--- src/logic/dss_defs.svh ---
/*
  register offsets, field positions, write masks and reset values of the seasonal control bank.
  assumes inclusion by bare name from design files and the bench.
*/
`ifndef DSS_DEFS_SVH
`define DSS_DEFS_SVH

`define DSS_ADDR_FWD_MONTH 8'h20
`define DSS_ADDR_FWD_WKDY 8'h21
`define DSS_ADDR_FWD_DATE 8'h22
`define DSS_ADDR_FWD_HOUR 8'h23
`define DSS_ADDR_REV_MONTH 8'h24
`define DSS_ADDR_REV_WKDY 8'h25
`define DSS_ADDR_REV_DATE 8'h26
`define DSS_ADDR_REV_HOUR 8'h27

`define DSS_MASK_FWD_MONTH 8'h9F
`define DSS_MASK_MONTH 8'h1F
`define DSS_MASK_WKDY 8'h7F
`define DSS_MASK_DATE 8'h3F
`define DSS_MASK_HOUR 8'h3F

`define DSS_RST_FWD_MONTH 8'h00
`define DSS_RST_FWD_WKDY 8'h00
`define DSS_RST_FWD_DATE 8'h00
`define DSS_RST_FWD_HOUR 8'h00
`define DSS_RST_REV_MONTH 8'h10
`define DSS_RST_REV_WKDY 8'h00
`define DSS_RST_REV_DATE 8'h00
`define DSS_RST_REV_HOUR 8'h00
`define DSS_RST_RDATA 8'h00

`define DSS_ENABLE_BIT 7
`define DSS_PRIO_BIT 6
`define DSS_WEEK_MSB 5
`define DSS_WEEK_LSB 3
`define DSS_DOW_MSB 2
`define DSS_LAST_WEEK 3'h7
`define DSS_MIL_BIT 7

`endif

--- src/logic/dss_pkg.sv ---
/*
  types and shared calendar arithmetic of the seasonal scheduler.
  assumes bcd coded clock registers as the running clock keeps them.
*/
package dss_pkg;

  typedef enum logic {DSS_IDLE, DSS_ARMED} dss_arm_t;

  function automatic logic [5:0] dss_bcd2bin(input logic [7:0] b);
    logic [7:0] t;
    t = {4'h0, b[7:4]} * 8'h0A + {4'h0, b[3:0]};
    return t[5:0];
  endfunction : dss_bcd2bin

  // hour field to 0..23, mode taken from the clock's flag
  function automatic logic [4:0] dss_hr24(input logic twentyfour_hour_flag, input logic [5:0] h);
    logic [5:0] v;
    v = twentyfour_hour_flag ? dss_bcd2bin({2'b00, h}) : dss_bcd2bin({3'b000, h[4:0]});
    if (!twentyfour_hour_flag) begin
      if (v == 6'h0C) begin
        v = 6'h00;
      end
      if (h[5]) begin
        v = v + 6'h0C;
      end
    end
    return v[4:0];
  endfunction : dss_hr24

  function automatic logic [4:0] dss_days(input logic [3:0] month, input logic leap);
    case (month)
      4'h2: dss_days = leap ? 5'h1D : 5'h1C;
      4'h4, 4'h6, 4'h9, 4'hB: dss_days = 5'h1E;
      default: dss_days = 5'h1F;
    endcase
  endfunction : dss_days

endpackage : dss_pkg

--- src/logic/dss_scheduler.sv ---
/*
  seasonal (daylight saving) scheduler: eight setting bytes, arming and change decision.
  assumes byte register port in the clock domain and bcd clock counters that follow the steps.
*/
`timescale 1ns/1ps
`default_nettype none
`include "dss_defs.svh"

module dss_scheduler
  import dss_pkg::*;
(
  input wire logic clk,
  input wire logic rst_n,
  input wire logic ce,
  input wire logic [7:0] reg_addr,
  input wire logic [7:0] reg_wdata,
  input wire logic reg_we,
  input wire logic reg_re,
  output logic [7:0] reg_rdata,
  input wire logic [7:0] rtc_hour,
  input wire logic [7:0] rtc_date,
  input wire logic [7:0] rtc_month,
  input wire logic [7:0] rtc_year,
  input wire logic [2:0] rtc_weekday,
  input wire logic flag_clear,
  output logic seasonal_adjusted_flag,
  output logic hour_step_fwd,
  output logic hour_step_back
);

  logic [7:0] start_month_sel;
  logic [7:0] start_weekday_week;
  logic [7:0] start_date_sel;
  logic [7:0] start_hour_sel;
  logic [7:0] end_month_sel;
  logic [7:0] end_weekday_week;
  logic [7:0] end_date_sel;
  logic [7:0] end_hour_sel;
  logic [7:0] next_rdata;
  logic next_flag;
  dss_arm_t fwd_state;
  dss_arm_t rev_state;
  dss_arm_t next_fwd_state;
  dss_arm_t next_rev_state;

  // write strobes
  wire logic wr_fm = reg_we && (reg_addr == `DSS_ADDR_FWD_MONTH);
  wire logic wr_fw = reg_we && (reg_addr == `DSS_ADDR_FWD_WKDY);
  wire logic wr_fd = reg_we && (reg_addr == `DSS_ADDR_FWD_DATE);
  wire logic wr_fh = reg_we && (reg_addr == `DSS_ADDR_FWD_HOUR);
  wire logic wr_rm = reg_we && (reg_addr == `DSS_ADDR_REV_MONTH);
  wire logic wr_rw = reg_we && (reg_addr == `DSS_ADDR_REV_WKDY);
  wire logic wr_rd = reg_we && (reg_addr == `DSS_ADDR_REV_DATE);
  wire logic wr_rh = reg_we && (reg_addr == `DSS_ADDR_REV_HOUR);

  wire logic seasonal_master_enable = start_month_sel[`DSS_ENABLE_BIT];

  // eight setting bytes with unused bits held at zero
  always_ff @(posedge clk) begin
    if (!rst_n) begin
      start_month_sel <= `DSS_RST_FWD_MONTH;
      start_weekday_week <= `DSS_RST_FWD_WKDY;
      start_date_sel <= `DSS_RST_FWD_DATE;
      start_hour_sel <= `DSS_RST_FWD_HOUR;
      end_month_sel <= `DSS_RST_REV_MONTH;
      end_weekday_week <= `DSS_RST_REV_WKDY;
      end_date_sel <= `DSS_RST_REV_DATE;
      end_hour_sel <= `DSS_RST_REV_HOUR;
    end else if (ce) begin
      if (wr_fm) begin
        start_month_sel <= reg_wdata & `DSS_MASK_FWD_MONTH;
      end
      if (wr_fw) begin
        start_weekday_week <= reg_wdata & `DSS_MASK_WKDY;
      end
      if (wr_fd) begin
        start_date_sel <= reg_wdata & `DSS_MASK_DATE;
      end
      if (wr_fh) begin
        start_hour_sel <= reg_wdata & `DSS_MASK_HOUR;
      end
      if (wr_rm) begin
        end_month_sel <= reg_wdata & `DSS_MASK_MONTH;
      end
      if (wr_rw) begin
        end_weekday_week <= reg_wdata & `DSS_MASK_WKDY;
      end
      if (wr_rd) begin
        end_date_sel <= reg_wdata & `DSS_MASK_DATE;
      end
      if (wr_rh) begin
        end_hour_sel <= reg_wdata & `DSS_MASK_HOUR;
      end
    end
  end

  // read selection, unmapped offsets read zero
  always_comb begin
    if (reg_addr == `DSS_ADDR_FWD_MONTH) begin
      next_rdata = start_month_sel;
    end else if (reg_addr == `DSS_ADDR_FWD_WKDY) begin
      next_rdata = start_weekday_week;
    end else if (reg_addr == `DSS_ADDR_FWD_DATE) begin
      next_rdata = start_date_sel;
    end else if (reg_addr == `DSS_ADDR_FWD_HOUR) begin
      next_rdata = start_hour_sel;
    end else if (reg_addr == `DSS_ADDR_REV_MONTH) begin
      next_rdata = end_month_sel;
    end else if (reg_addr == `DSS_ADDR_REV_WKDY) begin
      next_rdata = end_weekday_week;
    end else if (reg_addr == `DSS_ADDR_REV_DATE) begin
      next_rdata = end_date_sel;
    end else if (reg_addr == `DSS_ADDR_REV_HOUR) begin
      next_rdata = end_hour_sel;
    end else begin
      next_rdata = `DSS_RST_RDATA;
    end
  end

  always_ff @(posedge clk) begin
    if (!rst_n) begin
      reg_rdata <= `DSS_RST_RDATA;
    end else if (ce && reg_re) begin
      reg_rdata <= next_rdata;
    end
  end

  // week of month and last week of the running calendar
  wire logic [5:0] date_bin = dss_bcd2bin(rtc_date);
  wire logic [5:0] month_bin = dss_bcd2bin(rtc_month);
  wire logic [5:0] year_bin = dss_bcd2bin(rtc_year);
  wire logic leap = (year_bin[1:0] == 2'b00);
  wire logic [4:0] month_days = dss_days(month_bin[3:0], leap);
  wire logic [2:0] week_of_month = (date_bin <= 6'd7) ? 3'h1 :
                                   (date_bin <= 6'd14) ? 3'h2 :
                                   (date_bin <= 6'd21) ? 3'h3 :
                                   (date_bin <= 6'd28) ? 3'h4 : 3'h5;
  wire logic last_week = ({1'b0, date_bin} + 7'h07) > {2'b00, month_days};

  wire logic fwd_day;
  wire logic fwd_at_hour;
  wire logic fwd_early;
  wire logic rev_day;
  wire logic rev_at_hour;
  wire logic rev_early;

  // start side
  dss_change_match u_fwd (
    .month_sel(start_month_sel),
    .weekday_week(start_weekday_week),
    .date_sel(start_date_sel),
    .hour_sel(start_hour_sel),
    .rtc_month(rtc_month),
    .rtc_date(rtc_date),
    .rtc_weekday(rtc_weekday),
    .rtc_hour(rtc_hour),
    .week_of_month(week_of_month),
    .last_week(last_week),
    .day_match(fwd_day),
    .at_hour(fwd_at_hour),
    .hour_early(fwd_early)
  );

  // end side
  dss_change_match u_rev (
    .month_sel(end_month_sel),
    .weekday_week(end_weekday_week),
    .date_sel(end_date_sel),
    .hour_sel(end_hour_sel),
    .rtc_month(rtc_month),
    .rtc_date(rtc_date),
    .rtc_weekday(rtc_weekday),
    .rtc_hour(rtc_hour),
    .week_of_month(week_of_month),
    .last_week(last_week),
    .day_match(rev_day),
    .at_hour(rev_at_hour),
    .hour_early(rev_early)
  );

  // arming needs at least one whole hour of lead, and the right season
  wire logic fwd_arm_ok = seasonal_master_enable && !seasonal_adjusted_flag &&
                          (!fwd_day || fwd_early);
  wire logic rev_arm_ok = seasonal_master_enable && seasonal_adjusted_flag &&
                          (!rev_day || rev_early);
  wire logic fwd_fire = (fwd_state == DSS_ARMED) && seasonal_master_enable &&
                        fwd_day && fwd_at_hour;
  wire logic rev_fire = (rev_state == DSS_ARMED) && seasonal_master_enable &&
                        rev_day && rev_at_hour;

  always_comb begin
    next_fwd_state = fwd_state;
    case (fwd_state)
      DSS_IDLE: begin
        if (fwd_arm_ok) begin
          next_fwd_state = DSS_ARMED;
        end
      end
      DSS_ARMED: begin
        if (!seasonal_master_enable || fwd_fire) begin
          next_fwd_state = DSS_IDLE;
        end
      end
      default: next_fwd_state = DSS_IDLE;
    endcase
  end

  always_comb begin
    next_rev_state = rev_state;
    case (rev_state)
      DSS_IDLE: begin
        if (rev_arm_ok) begin
          next_rev_state = DSS_ARMED;
        end
      end
      DSS_ARMED: begin
        if (!seasonal_master_enable || rev_fire) begin
          next_rev_state = DSS_IDLE;
        end
      end
      default: next_rev_state = DSS_IDLE;
    endcase
  end

  // adjusted flag: disable forces zero, hardware set beats software clear
  always_comb begin
    if (!seasonal_master_enable) begin
      next_flag = 1'b0;
    end else if (fwd_fire) begin
      next_flag = 1'b1;
    end else if (rev_fire) begin
      next_flag = 1'b0;
    end else if (flag_clear) begin
      next_flag = 1'b0;
    end else begin
      next_flag = seasonal_adjusted_flag;
    end
  end

  always_ff @(posedge clk) begin
    if (!rst_n) begin
      fwd_state <= DSS_IDLE;
      rev_state <= DSS_IDLE;
      seasonal_adjusted_flag <= 1'b0;
      hour_step_fwd <= 1'b0;
      hour_step_back <= 1'b0;
    end else if (ce) begin
      fwd_state <= next_fwd_state;
      rev_state <= next_rev_state;
      seasonal_adjusted_flag <= next_flag;
      hour_step_fwd <= fwd_fire;
      hour_step_back <= rev_fire;
    end
  end

  // checks
  a_reset_values: assert property (@(posedge clk)
    !rst_n |=> (start_month_sel == 8'h00 && end_month_sel == 8'h10 && !seasonal_adjusted_flag))
    else $error("setting bytes or flag wrong after reset");

  a_flag_forced_off: assert property (@(posedge clk) disable iff (!rst_n)
    (ce && !seasonal_master_enable) |=> !seasonal_adjusted_flag)
    else $error("adjusted flag kept while disabled");

  a_no_step_off: assert property (@(posedge clk) disable iff (!rst_n)
    (ce && !seasonal_master_enable) |=> (!hour_step_fwd && !hour_step_back))
    else $error("change fired while disabled");

  a_arm_needs_lead: assert property (@(posedge clk) disable iff (!rst_n)
    (ce && $rose(fwd_state == DSS_ARMED)) |-> $past(fwd_arm_ok))
    else $error("forward armed without an hour of lead");

  a_fwd_step_once: assert property (@(posedge clk) disable iff (!rst_n)
    (ce && fwd_fire) |=> (hour_step_fwd && seasonal_adjusted_flag) ##1 !hour_step_fwd)
    else $error("forward step not single or flag not set");

  a_rev_step_once: assert property (@(posedge clk) disable iff (!rst_n)
    (ce && rev_fire) |=> (hour_step_back && !seasonal_adjusted_flag) ##1 !hour_step_back)
    else $error("reverse step not single or flag not cleared");

  a_date_select: assert property (@(posedge clk) disable iff (!rst_n)
    (fwd_day && !start_weekday_week[`DSS_PRIO_BIT]) |->
      (rtc_date[5:0] == start_date_sel[5:0] && rtc_month[4:0] == start_month_sel[4:0]))
    else $error("forward day matched off the date");

  a_weekday_select: assert property (@(posedge clk) disable iff (!rst_n)
    (rev_day && end_weekday_week[`DSS_PRIO_BIT]) |->
      (rtc_weekday == end_weekday_week[2:0]))
    else $error("reverse day matched off the weekday");

  a_write_masked: assert property (@(posedge clk) disable iff (!rst_n)
    (ce && wr_rm) |=> (end_month_sel == ($past(reg_wdata) & 8'h1F)))
    else $error("reverse month write not masked");

  a_read_back: assert property (@(posedge clk) disable iff (!rst_n)
    (ce && reg_re && !reg_we && reg_addr == `DSS_ADDR_FWD_HOUR) |=>
      (reg_rdata == start_hour_sel))
    else $error("forward hour reads back wrong");

  a_rev_arm_lead: assert property (@(posedge clk) disable iff (!rst_n)
    (ce && $rose(rev_state == DSS_ARMED)) |-> $past(rev_arm_ok))
    else $error("reverse armed without an hour of lead");

  a_fwd_flag_low: assert property (@(posedge clk) disable iff (!rst_n)
    fwd_fire |-> !seasonal_adjusted_flag)
    else $error("forward change fired in seasonal time");

  a_fwd_weekday: assert property (@(posedge clk) disable iff (!rst_n)
    (fwd_day && start_weekday_week[`DSS_PRIO_BIT]) |->
      (rtc_weekday == start_weekday_week[2:0]))
    else $error("forward day matched off the weekday");

  a_rev_date: assert property (@(posedge clk) disable iff (!rst_n)
    (rev_day && !end_weekday_week[`DSS_PRIO_BIT]) |->
      (rtc_date[5:0] == end_date_sel[5:0]))
    else $error("reverse day matched off the date");

  a_rev_last_week: assert property (@(posedge clk) disable iff (!rst_n)
    (rev_day && end_weekday_week[`DSS_PRIO_BIT] && end_weekday_week[5:3] == 3'h7) |->
      last_week)
    else $error("reverse last week matched early");

  a_rev_week_num: assert property (@(posedge clk) disable iff (!rst_n)
    (rev_day && end_weekday_week[`DSS_PRIO_BIT] && end_weekday_week[5:3] != 3'h7) |->
      (week_of_month == end_weekday_week[5:3]))
    else $error("reverse week of month mismatched");

  a_ce_freeze: assert property (@(posedge clk) disable iff (!rst_n)
    !ce |=> ($stable(reg_rdata) && $stable(seasonal_adjusted_flag) &&
      $stable(hour_step_fwd) && $stable(hour_step_back)))
    else $error("state moved while clock enable low");

endmodule : dss_scheduler
`default_nettype wire

--- src/logic/dss_change_match.sv ---
/*
  compares one change setting (month, day/week or date, hour) with the running calendar.
  assumes week of month and last week flag are worked out by the caller.
*/
`timescale 1ns/1ps
`default_nettype none
`include "dss_defs.svh"

module dss_change_match
  import dss_pkg::*;
(
  input wire logic [7:0] month_sel,
  input wire logic [7:0] weekday_week,
  input wire logic [7:0] date_sel,
  input wire logic [7:0] hour_sel,
  input wire logic [7:0] rtc_month,
  input wire logic [7:0] rtc_date,
  input wire logic [2:0] rtc_weekday,
  input wire logic [7:0] rtc_hour,
  input wire logic [2:0] week_of_month,
  input wire logic last_week,
  output logic day_match,
  output logic at_hour,
  output logic hour_early
);
  wire logic [2:0] sel_week = weekday_week[`DSS_WEEK_MSB:`DSS_WEEK_LSB];
  wire logic [2:0] sel_dow = weekday_week[`DSS_DOW_MSB:0];
  wire logic prio = weekday_week[`DSS_PRIO_BIT];
  wire logic week_ok = (sel_week == `DSS_LAST_WEEK) ? last_week : (sel_week == week_of_month);
  wire logic dow_ok = week_ok && (sel_dow == rtc_weekday);
  wire logic date_ok = (date_sel[5:0] == rtc_date[5:0]);
  wire logic month_ok = (month_sel[4:0] == rtc_month[4:0]);
  wire logic twentyfour_hour_flag = rtc_hour[`DSS_MIL_BIT];
  wire logic [5:0] now24 = {1'b0, dss_hr24(twentyfour_hour_flag, rtc_hour[5:0])} + 6'h01;
  wire logic [5:0] tgt24 = {1'b0, dss_hr24(twentyfour_hour_flag, hour_sel[5:0])};

  assign day_match = month_ok && (prio ? dow_ok : date_ok);
  assign at_hour = (hour_sel[5:0] == rtc_hour[5:0]);
  assign hour_early = (now24 < tgt24);

endmodule : dss_change_match
`default_nettype wire

--- config.mk ---
export PLATFORM = sky130hd
export DESIGN_NAME = dss_scheduler
export DESIGN_NICKNAME = d
export VERILOG_FILES = /design/src/logic/dss_pkg.sv /design/src/logic/dss_scheduler.sv /design/src/logic/dss_change_match.sv
export VERILOG_INCLUDE_DIRS = /design/src /design/src/logic
export SDC_FILE = /design/constraint.sdc
export NUM_CORES = 1
export LEC_CHECK = 0
export ABC_AREA = 1
export BUFFER_PORTS_ARGS = -buffer_cell sky130_fd_sc_hd__buf_2
export CELL_PAD_IN_SITES_DETAIL_PLACEMENT = 2
export CELL_PAD_IN_SITES_GLOBAL_PLACEMENT = 2
export CORE_AREA = 2 2 148 150
export DETAILED_ROUTE_END_ITERATION = 10
export DIE_AREA = 0 0 150 152
export GPL_TIMING_DRIVEN = 0
export PLACE_DENSITY = 0.67
export SLEW_MARGIN = 20
export SYNTH_ARGS = -nofsm -noshare
export SYNTH_HDL_FRONTEND = slang
export SYNTH_HIERARCHICAL = 1
export SYNTH_SLANG_ARGS = --single-unit
--- constraint.sdc ---
create_clock -name clk -period 7.5 [get_ports clk]
set_clock_uncertainty 0.1 [all_clocks]
set_input_delay 1.5 -clock clk [delete_from_list [all_inputs] [get_ports clk]]
set_output_delay 1.5 -clock clk [all_outputs]
set_load 0.05 [all_outputs]
Word level (Yosys, flattened, before mapping)
Index checks and enable logic that the tools add are counted.

storage, ports and cells
  flip-flop bits (word level) = 62
  input bits = 57
  output and inout port bits = 11
  word-level logic and storage cells = 160

cells by class
  add/sub/neg operators = 14
  multipliers = 9
  magnitude comparators = 7
  eq/ne operators = 29
  mux-type cells = 43
  bitwise gates (word level) = 2
  reduce and logical (&&, ||, !) cells = 42

operators with widths
  operator             count
  $eq 8x6->1 const B   8
  $mux 5               12
  $mux 7               5
  $mux 6               5
  $add 6x4->6          4
  $eq 6x6->1           4
  $logic_and 1x1->1    23
  $add 5x4->6          3
  $eq 6x4->1 const B   3
  $reduce_and 2->1     9
  $add 5x4->5 const B  3
  $mul 2x3->5 const B  3
  $mux 1               14
  $eq 3x3->1           4
  $le 6x5->1 const B   2
  $lt 6x5->1           2
  $mul 1x3->4 const B  3
  $eq 5x5->1           2
  $mux 3               3
  $eq 4x3->1 const B   2
  $eq 4x4->1 const B   2
  $mux 8               1
  $add 6x3->7 const B  1
  $gt 7x5->1           1
  18 further kinds     27

Logic depth before layout (Yosys ltp)
Gate-level depths: netlist (run 1).

  word-level depth = 17
  gate-level depth with buffers = 26
  mapped depth without buffers = 26

By module
Netlist (run 1), hierarchy kept.

modules (own cells, without submodules)
  module            instances  cells an instance  area each (sq um)  seq. area each (sq um)
  dss_scheduler     1          478                3363.2             1241.2
  dss_change_match  2          148                939.7              0.0

Worst setup path before layout (run 1)
No wires, ideal clock.

  path type = input-to-reg
  from = input port rtc_month[1]
  to = register seasonal_adjusted_flag
  setup time = 132 ps
  arrival time = 4139 ps
  data required time = 7268 ps
  slack = 3129 ps
  stages = 23
  buffers on the path = 0
  cell sequence = ha_1 fa_1 xnor2_1 nand2_1 nor2_1 a21oi_1 ha_1 nand2_1 nand4_1 nand2_1 nand2_1 nand2_1 nand2_1 inv_1 nor2_1 nor4_1 a21oi_1 a211oi_1 nand4_1 nand2_1 o21ai_0 nand2_1 a21oi_1

between the ends
  word-level cells in the longest chain between the ends = 14
  elaborated cells on any way between the ends = 28
  those cells by class = add/sub (1); order compare (1); eq/ne (8); mux (8); reduce/logical (10)

ends and longest elaborated chain
  item                                             line                    text
  from (decl)                                      dss_scheduler.sv:22     input wire logic [7:0] rtc_month,
  $add 4x4->4 (*)                                  dss_pkg.sv:11           t = {4'h0, b[7:4]} * 8'h0A + {4'h0, b[3:0]};
  $eq 4x3->1 / $eq 4x4->1 (equally long branches)  dss_pkg.sv:31           case (month)
  $reduce_or 4->1                                  dss_pkg.sv:31
  $pmux 2 s2 (*)                                   dss_pkg.sv:31
  $gt 7x5->1 (*)                                   dss_scheduler.sv:138    wire logic last_week = ({1'b0, date_bin} + 7'h07) > {2'b00, month_days};
  via last_week                                    dss_scheduler.sv:138
  $mux 1 (*)                                       dss_change_match.sv:29  wire logic week_ok = (sel_week == `DSS_LAST_WEEK) ? last_week : (sel_week == week_of_month);
  $logic_and 1x1->1 (*)                            dss_change_match.sv:30  wire logic dow_ok = week_ok && (sel_dow == rtc_weekday);
  $mux 1 (*)                                       dss_change_match.sv:37  assign day_match = month_ok && (prio ? dow_ok : date_ok);
  $logic_and 1x1->1 (*)                            dss_change_match.sv:37
  via rev_day                                      dss_scheduler.sv:143    wire logic rev_day;
  $logic_and 1x1->1 (*)                            dss_scheduler.sv:188    wire logic rev_fire = (rev_state == DSS_ARMED) && seasonal_master_enable &&
  $logic_and 1x1->1 (*)                            dss_scheduler.sv:189    rev_day && rev_at_hour;
  $mux 1                                           dss_scheduler.sv:231    end else if (rev_fire) begin
  $mux 1                                           dss_scheduler.sv:229    end else if (fwd_fire) begin
  $mux 1                                           dss_scheduler.sv:227    if (!seasonal_master_enable) begin
  to (signal assigned)                             dss_scheduler.sv:250    seasonal_adjusted_flag <= next_flag;
  to (decl)                                        dss_scheduler.sv:26     output logic seasonal_adjusted_flag,

Mark *: on every way through the listed nets, which the timed path passes. The rest lies on a longest branch.
A chain may end at the register's enable or synchronous reset.

Worst setup path in the final report (run 1)
  from = input port rtc_month[4]
  to = register seasonal_adjusted_flag

between the ends
  word-level cells in the longest chain between the ends = 15
  elaborated cells on any way between the ends = 29
  those cells by class = add/sub (1); mul (1); order compare (1); eq/ne (8); mux (8); reduce/logical (10)

ends and longest elaborated chain
  item                                             line
  $mul 4x3->3 (*)                                  dss_pkg.sv:11
  $add 4x4->4 (*)                                  dss_pkg.sv:11
  $eq 4x3->1 / $eq 4x4->1 (equally long branches)  dss_pkg.sv:31
  $reduce_or 4->1                                  dss_pkg.sv:31
  $pmux 2 s2 (*)                                   dss_pkg.sv:31
  $gt 7x5->1 (*)                                   dss_scheduler.sv:138
  via last_week                                    dss_scheduler.sv:138
  $mux 1 (*)                                       dss_change_match.sv:29
  $logic_and 1x1->1 (*)                            dss_change_match.sv:30
  $mux 1 (*)                                       dss_change_match.sv:37
  $logic_and 1x1->1 (*)                            dss_change_match.sv:37
  via rev_day                                      dss_scheduler.sv:143
  $logic_and 1x1->1 (*)                            dss_scheduler.sv:188
  $logic_and 1x1->1 (*)                            dss_scheduler.sv:189
  $mux 1                                           dss_scheduler.sv:231
  $mux 1                                           dss_scheduler.sv:229
  $mux 1                                           dss_scheduler.sv:227

Marks and branches as above.

==> flow_summary.toml, run 1 <==
[clocking]
cts_buffer_depth = 2
cts_sinks = 62
cts_made_buffers = 9
cts.htree.levels = 3
post_cts_buffers = 0
cts_tree = "done"
cts_hold_buf = 0
cts_resized = 0
cts_root_buffer = "clkbuf_16"
insertion_delay_ns = 0.34
cts.clk_slew.worst_paths_ns = 0.06

[sta]
setup_violations = 0
finalCriticalPeriod_ns = 5.35
hold_viol = 0
report.final.slew_viol_count = 0
fin_crit_sh_pct = 71.4
fin_ws_ns = 2.15
tightestPinTransition_ns = 0.743
rsz0062_at_grt = "false"
fmax_mhz = 187
max-slew-margin-rel_pct = 50.2
tns_ns = 0

[worst_setup_path]
crit_path_end_kind = "register"
r2r_setup_slack_ns = 3.96
required_ns = 7.60
critical_path_class = "primary input to register"
cp_max_fo = 4
cp.arrival_ns = 5.45
cp-start-kind = "primary input"

[outcome]
status = "completed"

[detailed_routing]
routed_wl_mm = 18.7
dr.pass1.iters = 4
wl_per_cell_um = 16.6
vias = 5355
avgViaCountPerCell = 4.74
drcViolationCount = 0
drtIter0Drc = 140
ant_nets = 0

[power]
ir_worst_vdd_uv = 89.6
p_leak_nw = 2.78
p_per_area_nw_per_um2 = 174
totalPowerFinal_mw = 1.09

[floorplanning]
die_area_sq_um = 22800
core_sq_um = 21400
die-height_um = 152
ios = 68
std_cell_rows = 54
start_util_pct = 24.5
fp.dieW_um = 150

[synthesis]
yosys_warnings = 6
syn-num-nets = 873
synthCells = 773
avgSynthCellArea_sq_um = 6.78
syn-cell-area_sq_um = 5240

[placed_design]
place_ws_ns = 1.76
place_hpwl_mm = 15.2
gp_congestion = 0.827
postPlaceCellArea_sq_um = 5890
place.port_buffers = 60

[final_layout]
nNetsFinal = 944
drive_gt1_share_pct = 14.5
post-route-util_pct = 29.2
syn2layout_area_growth_pct = 19.2
n_antenna_cell = 0
design_area_sq_um = 6240
nFillCells = 2659

[flow_run]
maxCapViolations = 0

[global_routing]
grt_pass1_wl_mm = 30.6
grt_overflow = 0
grt_util_all_layers_pct = 17.1
antenna_found_initial = 0
grt_max_degree = 15
grt_pass1_vias = 5858

[min_path]
hp-class = "register to register"
## final cells by class
type / instances / area, sq um / share of cell area [%]
buffer: 18 / 83.8 / 1.34
clock buffer: 10 / 239 / 3.83
tap: 280 / 350 / 5.61
timing repair buffer: 60 / 300 / 4.81
sequential: 62 / 1240 / 19.9
clock inverter: 6 / 116 / 1.86
multi-input combinational: 567 / 3440 / 55.1
inverter: 126 / 473 / 7.57
## path summary, 6_finish.rpt
kind                                                   start                             endpoint  cells past startpoint
worst max register to register  end_hour_sel[5]$_SDFFE_PN0P_               rev_state$_SDFFE_PN0P_                     22
worst max-delay path                            rtc_month[4]  seasonal_adjusted_flag$_SDFFE_PN0P_                     24
worst min register to register    hour_step_fwd$_SDFFE_PN0P_           hour_step_fwd$_SDFFE_PN0P_                      2
worst min-delay path              hour_step_fwd$_SDFFE_PN0P_           hour_step_fwd$_SDFFE_PN0P_                      2
## per-layer routing
metal | share of wire (%) | GRT usage (%) | wire [um]
met1 | 44 | 21.3 | 8270
met5 | 0 | 0 | 0
met3 | 3.0 | 2.04 | 556
met4 | 2.0 | 4.72 | 374
met2 | 51 | 30.7 | 9490
## worst max-delay path: stages
cell and delay, ns:
buf_2 0.14, ha_1 0.20, fa_1 0.41, xnor2_1 0.17, nand2_1 0.08, o21ai_0 0.36, a21oi_1 0.09, ha_1 0.29
nand2_1 0.06, nand4_1 0.09, nand2_1 0.07, nand2_1 0.04, nand2_1 0.05, nand2_1 0.05, inv_1 0.09, nor2_1 0.06
nor4_1 0.38, a21oi_1 0.12, a211oi_1 0.61, nand4_1 0.24, nand2_1 0.14, o21ai_0 0.09, nand2_1 0.07, a21oi_1 0.05
## cell usage in the layout, fill, tap and decap left out, drive strengths merged
master	instances
nand2	145
inv	127
nor2	78
buf	68
dfxtp	62
a21oi	61
o21ai	53
nand3	48
ha	39
xor2	39
xnor2	27
clkbuf	20
a211oi	15
nand4	12
nor3	9
nand3b	5
o22ai	5
nor4	5
o21bai	4
a31oi	4
fa	4
o2111ai	3
bufinv	3
and2	3
nor3b	2
o31ai	2
a21o	2
clkinv	2
or2	1
o211ai	1
## stage by stage
step	instances	hold WS, ns
after floorplan	773	0.334
after global placement	1113	0.356
after detailed placement	1113	0.362
after CTS	1129	0.372
after global routing	1129	0.392
final	1129	0.364
## power by group
part	switching, mW	internal (mW)	total [mW]
Clock	0.164	0.336	0.500
Combinational	0.164	0.0925	0.257
Sequential	0.00108	0.331	0.332
## flip-flops by register name, indices dropped and copies added (netlist names), 5 cells and up
register	cells
reg_rdata	8
start_hour_sel	6
end_hour_sel	6
start_month_sel	6
end_date_sel	6
start_date_sel	6
end_month_sel	5
end_weekday_week	7
start_weekday_week	7
(Power assumes the default switching activity.)
==> inputs of run 2 (changes only) <==
--- a/config.mk
+++ b/config.mk
@@ -6,15 +6,15 @@
 export SDC_FILE = /design/constraint.sdc
 export NUM_CORES = 1
 export LEC_CHECK = 0
-export ABC_AREA = 1
+export ABC_AREA = 0
 export BUFFER_PORTS_ARGS = -buffer_cell sky130_fd_sc_hd__buf_2
 export CELL_PAD_IN_SITES_DETAIL_PLACEMENT = 2
 export CELL_PAD_IN_SITES_GLOBAL_PLACEMENT = 2
-export CORE_AREA = 2 2 148 150
+export CORE_AREA = 2 2 150 152
 export DETAILED_ROUTE_END_ITERATION = 10
-export DIE_AREA = 0 0 150 152
+export DIE_AREA = 0 0 152 154
 export GPL_TIMING_DRIVEN = 0
-export PLACE_DENSITY = 0.67
+export PLACE_DENSITY = 0.63
 export SLEW_MARGIN = 20
 export SYNTH_ARGS = -nofsm -noshare
 export SYNTH_HDL_FRONTEND = slang
==> constraint.sdc (replaced) <==
create_clock -name clk -period 5.1 [get_ports clk]
set_clock_uncertainty 0.1 [all_clocks]
set_input_delay 1.02 -clock clk [delete_from_list [all_inputs] [get_ports clk]]
set_output_delay 1.02 -clock clk [all_outputs]
set_load 0.05 [all_outputs]
==> run 2 against run 1 <==
- routed wire length grew 7.7%
- utilization up 0.85 points
- combinational power grew 67%
- global-route usage is essentially flat
- register-to-register slack got worse by 3.2 ns
- hold slack worse by 0.0042 ns
- via count is 5.5% lower
- total power increased by 47%
- critical path depth is 5 lower
- cell count shrank 12%
==> flow_summary.toml, run 2 <==
[clocking]
cts_made_buffers = 9
cts_tree = "done"
cts_root_buffer = "clkbuf_16"
cts.clk_slew.worst_paths_ns = 0.06
insertion_delay_ns = 0.35
cts_hold_buf = 0
cts_sinks = 62
cts.htree.levels = 3
cts_buffer_depth = 2

[detailed_routing]
drtIter0Drc = 131
ant_nets = 0
drcViolationCount = 0
vias = 5061
routed_wl_mm = 20.1
wl_per_cell_um = 20.3
dr.pass1.iters = 5
avgViaCountPerCell = 5.10

[placed_design]
place_hpwl_mm = 15.8
dp_cells = 972
place.port_buffers = 51
gp_congestion = 0.798
place_ws_ns = -1.34

[synthesis]
yosys_warnings = 6
syn-num-nets = 741
synthCells = 641
avgSynthCellArea_sq_um = 8.33
syn-cell-area_sq_um = 5340

[floorplanning]
fp.dieW_um = 152
die-height_um = 154
std_cell_rows = 54
start_util_pct = 24.6
ios = 68
die_area_sq_um = 23400
core_sq_um = 21700

[worst_setup_path]
critical_path.top_delay_family = "compound AO/OA/AOI/OAI gates"
crit_chain = "buf_2 > ha_2 > fa_2 > xor2_2 > xnor2_2 > a211oi_2 > a31oi_2 > ha_1 > a21oi_2 > o21ai_1 > maj3_1 > a211oi_2 > nand4b_1 > o2111ai_4 > a2111oi_4 > nand4_1 > and3b_1 > o21ai_1 > a21oi_1"
worstSetupPathDepth = 19
reg2regPathDepth = 17
rr_startpoint = "start_hour_sel[5]$_SDFFE_PN0P_"
cp.arrival_ns = 5.00
cp_max_fo = 4
path_buf_inv = 1
timing.rr.end = "fwd_state$_SDFFE_PN0P_"
r2r_setup_slack_ns = 0.74
cp-start-kind = "primary input"
slowest_delay_ns = 0.45
critical_path_class = "primary input to register"
required_ns = 5.20
crit_path_end_kind = "register"
crit_path_top_delay_cell = "a2111oi_4"

[final_layout]
drive_gt1_share_pct = 20.2
final_cell_mix = "nor2_1, dfxtp_1, nand2_1, buf_2, mux2i_1"
nNetsFinal = 807
largest_register = "reg_rdata"
n_antenna_cell = 0
post-route-util_pct = 30.1
syn2layout_area_growth_pct = 22.3
nFillCells = 2499
final_cells = 992
reg.largest.list = "reg_rdata (8), end_weekday_week (7), start_weekday_week (7)"
largest_register_ffs = 8
final_common_cell = "nor2_1"

[sta]
setup_violations = 0
fin_ws_ns = 0.201
tns_ns = 0
tightestPinTransition_ns = 0.912
fmax_mhz = 204
fin_hold_ws_ns = 0.360
finalCriticalPeriod_ns = 4.90
fin_crit_sh_pct = 96.1
max-slew-margin-rel_pct = 38.7
hold_viol = 0
report.final.slew_viol_count = 0

[min_path]
hold_depth = 2
holdPathEnd = "reg_rdata[7]$_SDFFE_PN0P_"
hold_start = "reg_rdata[7]$_SDFFE_PN0P_"
hp-class = "register to register"

[power]
ir_worst_vdd_uv = 151
p_per_area_nw_per_um2 = 245
p_leak_nw = 2.46

[global_routing]
grt_pass1_wl_mm = 31.5
grt_pass1_vias = 5613
grt_overflow = 0
grt_max_degree = 13
grt_util_all_layers_pct = 17.1
antenna_found_initial = 0

[flow_run]
maxCapViolations = 0

[outcome]
status = "completed"
## run 2: worst reg2reg max path, cell delays in order (launching register included)
cell       delay [ns]
dfxtp_1          0.50
and2_2           0.28
ha_1             0.25
a21oi_1          0.25
xnor2_1          0.11
a2bb2oi_1        0.17
o41ai_1          0.52
ha_1             0.36
o21ai_0          0.22
a31oi_1          0.08
ha_1             0.30
o21a_1           0.11
o21a_1           0.17
a311oi_2         0.23
inv_1            0.06
a2111oi_0        0.41
a21oi_1          0.08
nor2_1           0.09
## run 2: how the worst max path moves through the flow
| stage | start | endpoint | slack, ns |
|---|---|---|---|
| after CTS | rtc_month[1] | seasonal_adjusted_flag$_SDFFE_PN0P_ | 0.008 |
| final | rtc_month[4] | seasonal_adjusted_flag$_SDFFE_PN0P_ | 0.20 |
| after detailed placement | rtc_month[1] | seasonal_adjusted_flag$_SDFFE_PN0P_ | -1.34 |
| after global placement | rtc_month[1] | seasonal_adjusted_flag$_SDFFE_PN0P_ | -1.15 |
| after floorplan | rtc_month[1] | seasonal_adjusted_flag$_SDFFE_PN0P_ | 0.46 |
| after global routing | rtc_date[4] | seasonal_adjusted_flag$_SDFFE_PN0P_ | -0.04 |
## run 2: layout make-up
cell class | count | area (sq um) | share of cell area (%)
sequential | 62 | 1240 | 19.0
inverter | 22 | 82.6 | 1.27
buffer | 34 | 163 | 2.49
multi-input combinational | 523 | 4070 | 62.4
tap | 280 | 350 | 5.37
clock inverter | 6 | 93.8 | 1.44
timing repair buffer | 55 | 285 | 4.37
clock buffer | 10 | 239 | 3.66
## run 2: where the power goes
group	switching (mW)	leakage (nW)	internal, mW
clock network	0.242	0.159	0.444
registers	0.000838	0.499	0.486
logic	0.255	1.80	0.175
## run 2: what timing repair did
| action | 4_1_cts | 5_1_grt |
|---|---|---|
| setup endpoints to repair | 5 | 5 |
| pin swaps | 2 | 10 |
| buffers inserted | 1 | 3 |
| resized for setup | 12 | 29 |
## run 2: metrics by stage
stage / total power, mW / area (sq um)
finish: 1.60 / 6530
global route: 1.69 / 6530
CTS: 1.59 / 6350
detailed placement: 0.890 / 5940
global placement: 0.865 / 5940
floorplan: 0.768 / 5340
## run 2: routing by layer
metal / track usage (%) / part of all wire [%]
met1: 20.2 / 44
met2: 32.0 / 51
met5: 0 / 0
met4: 4.41 / 1.9
met3: 2.68 / 3.0
==> inputs of run 3 (changes only) <==
--- a/config.mk
+++ b/config.mk
@@ -8,13 +8,11 @@
 export LEC_CHECK = 0
 export ABC_AREA = 0
 export BUFFER_PORTS_ARGS = -buffer_cell sky130_fd_sc_hd__buf_2
-export CELL_PAD_IN_SITES_DETAIL_PLACEMENT = 2
-export CELL_PAD_IN_SITES_GLOBAL_PLACEMENT = 2
 export CORE_AREA = 2 2 150 152
 export DETAILED_ROUTE_END_ITERATION = 10
 export DIE_AREA = 0 0 152 154
 export GPL_TIMING_DRIVEN = 0
-export PLACE_DENSITY = 0.63
+export PLACE_DENSITY = 0.4
 export SLEW_MARGIN = 20
 export SYNTH_ARGS = -nofsm -noshare
 export SYNTH_HDL_FRONTEND = slang
==> run 3 against run 2 <==
- utilization fell by 0.61 points
- cell count fell by 0.40%
- via count fell by 3.6%
- register-to-register slack improved by 0.15 ns
- flip-flop and latch count did not move
- total power fell by 8.5%
- sequential share of layout area rose by 0.39 points
- critical path type unchanged
- design area fell by 2.0%
- combinational power fell by 4%
- first-iteration DRC count rose by 40%
- highest routed layer unchanged
==> flow_summary.toml, run 3 (synthesized netlist as in run 2, its figures left out) <==
[worst_setup_path]
path_buf_inv = 2
crit_chain = "buf_2 > buf_6 > nand2_1 > xnor2_1 > ha_1 > or4b_1 > a21oi_1 > nor2_1 > a21oi_1 > ha_1 > o32a_2 > nor4b_2 > xor2_1 > ha_1 > o21a_1 > a311oi_4 > nand2b_1 > nand3_1 > o21ai_0 > a22oi_1 > nor2_1"
cp-start-kind = "primary input"
setup.worst_path.start = "rtc_hour[7]"
critical_path_class = "primary input to register"
crit_path_top_delay_cell = "or4b_1"
slowest_delay_ns = 0.49
worstSetupPathDepth = 21
required_ns = 5.27
r2r_setup_slack_ns = 0.89
critPathMostFrequentCell = "ha_1"
cp_max_fo = 10
timing.rr.end = "rev_state$_SDFFE_PN0P_"
rr_startpoint = "end_hour_sel[5]$_SDFFE_PN0P_"
crit_end = "rev_state$_SDFFE_PN0P_"
critical_path.top_delay_family = "simple AND/OR/NAND/NOR gates"
cp.arrival_ns = 5.04
reg2regPathDepth = 18
crit_path_end_kind = "register"

[floorplanning]
fp.dieW_um = 152
core_sq_um = 21700
die_area_sq_um = 23400
die-height_um = 154
std_cell_rows = 54
start_util_pct = 24.6
ios = 68

[flow_run]
maxCapViolations = 0

[final_layout]
final_common_cell = "nor2_1"
post-route-util_pct = 29.5
n_antenna_cell = 0
final_cell_mix = "nor2_1, dfxtp_1, nand2_1, buf_2, mux2i_1"
nFillCells = 2292
drive_gt1_share_pct = 18.8
nNetsFinal = 804
syn2layout_area_growth_pct = 19.8
largest_register = "reg_rdata"
reg.largest.list = "reg_rdata (8), end_weekday_week (7), start_weekday_week (7)"
final_cells = 988
largest_register_ffs = 8

[clocking]
cts.clk_slew.worst_paths_ns = 0.05
insertion_delay_ns = 0.33
cts_hold_buf = 0
cts_tree = "done"
cts_sinks = 62
cts_made_buffers = 9
cts_buffer_depth = 2
cts.htree.levels = 3
cts_root_buffer = "clkbuf_16"

[sta]
fin_crit_sh_pct = 95.5
report.final.slew_viol_count = 0
setup_violations = 0
rsz0062_at_grt = "true"
hold_viol = 0
fmax_mhz = 205
tightestPinTransition_ns = 0.873
max-slew-margin-rel_pct = 41.3
finalCriticalPeriod_ns = 4.87

[detailed_routing]
avgViaCountPerCell = 4.94
dr.pass1.iters = 4
routed_wl_mm = 17.1
ant_nets = 0
drcViolationCount = 0
drtIter0Drc = 183
vias = 4881
wl_per_cell_um = 17.4

[placed_design]
place.port_buffers = 51
place_hpwl_mm = 13.6
dp_cells = 972
gp_congestion = 0.859

[power]
totalPowerFinal_mw = 1.47
p_per_area_nw_per_um2 = 229
ir_worst_vdd_uv = 109
p_leak_nw = 2.42

[global_routing]
grt_util_all_layers_pct = 14.9
antenna_found_initial = 0
grt_pass1_vias = 5073
grt_pass1_wl_mm = 27.7
grt_max_degree = 13
grt_overflow = 0

[min_path]
hp-class = "register to register"

[outcome]
status = "completed"
run 3: changes by cell type in the layout (fill, tap and decap cells not counted), moves of 3 or more:
cell and delta:
a21oi_1 +3, a21oi_2 -3, buf_4 -3, clkinv_2 +3
run 3: final cells by class:
cell class	count	area, sq um	share of cell area, %
Tap cell	280	350	5.48
Inverter	22	82.6	1.29
Sequential cell	62	1240	19.4
Clock inverter	4	22.5	0.352
Multi-Input combinational cell	523	4020	62.8
Buffer	34	163	2.54
Timing Repair Buffer	52	265	4.15
Clock buffer	11	253	3.95
run 3: routing by layer:
layer / track usage, % / wire length [um] / vias to the layer above
li1: - / - / 2407
met1: 18.1 / 7580 / 2355
met2: 26.7 / 8520 / 93
met3: 2.51 / 594 / 26
met4: 5.07 / 455 / 0
met5: 0 / 0 / -
run 3: power breakdown:
part	total [mW]	switching [mW]	internal [mW]	leakage, nW
logic	0.412	0.239	0.173	1.78
registers	0.487	0.000781	0.486	0.499
clock network	0.568	0.219	0.349	0.137
run 3: how the worst min path moves through the flow:
stage / start / end / slack, ns / cells past startpoint
floorplan: start_weekday_week[2]$_SDFFE_PN0P_ / start_weekday_week[2]$_SDFFE_PN0P_ / 0.35 / 2
global placement: reg_rdata[7]$_SDFFE_PN0P_ / reg_rdata[7]$_SDFFE_PN0P_ / 0.35 / 2
detailed placement: reg_rdata[7]$_SDFFE_PN0P_ / reg_rdata[7]$_SDFFE_PN0P_ / 0.36 / 2
CTS: reg_rdata[7]$_SDFFE_PN0P_ / reg_rdata[7]$_SDFFE_PN0P_ / 0.37 / 2
global route: reg_rdata[7]$_SDFFE_PN0P_ / reg_rdata[7]$_SDFFE_PN0P_ / 0.40 / 2
finish: reg_rdata[7]$_SDFFE_PN0P_ / reg_rdata[7]$_SDFFE_PN0P_ / 0.37 / 2
run 3: tightest hold or removal path, stage by stage, from the launching register on:
cell and delay [ns]:
dfxtp_1 0.31, nand2_1 0.05, a21oi_1 0.05
run 3: repair_timing:
action	CTS	global route
buffers inserted	0	1
pin swaps	2	11
resized for setup	9	22
endpoints found under the setup margin	5	5
run 3: through the flow:
step | setup slack, ns | hold slack [ns] | TNS (ns) | instance area (sq um)
after floorplan | 0.460 | 0.353 | 0 | 5340
after global routing | -0.0161 | 0.398 | -0.0382 | 6390
after CTS | 0.0318 | 0.370 | 0 | 6280
final | 0.228 | 0.367 | 0 | 6390
after global placement | -1.17 | 0.347 | -5.01 | 5940
after detailed placement | -1.02 | 0.363 | -4.51 | 5950
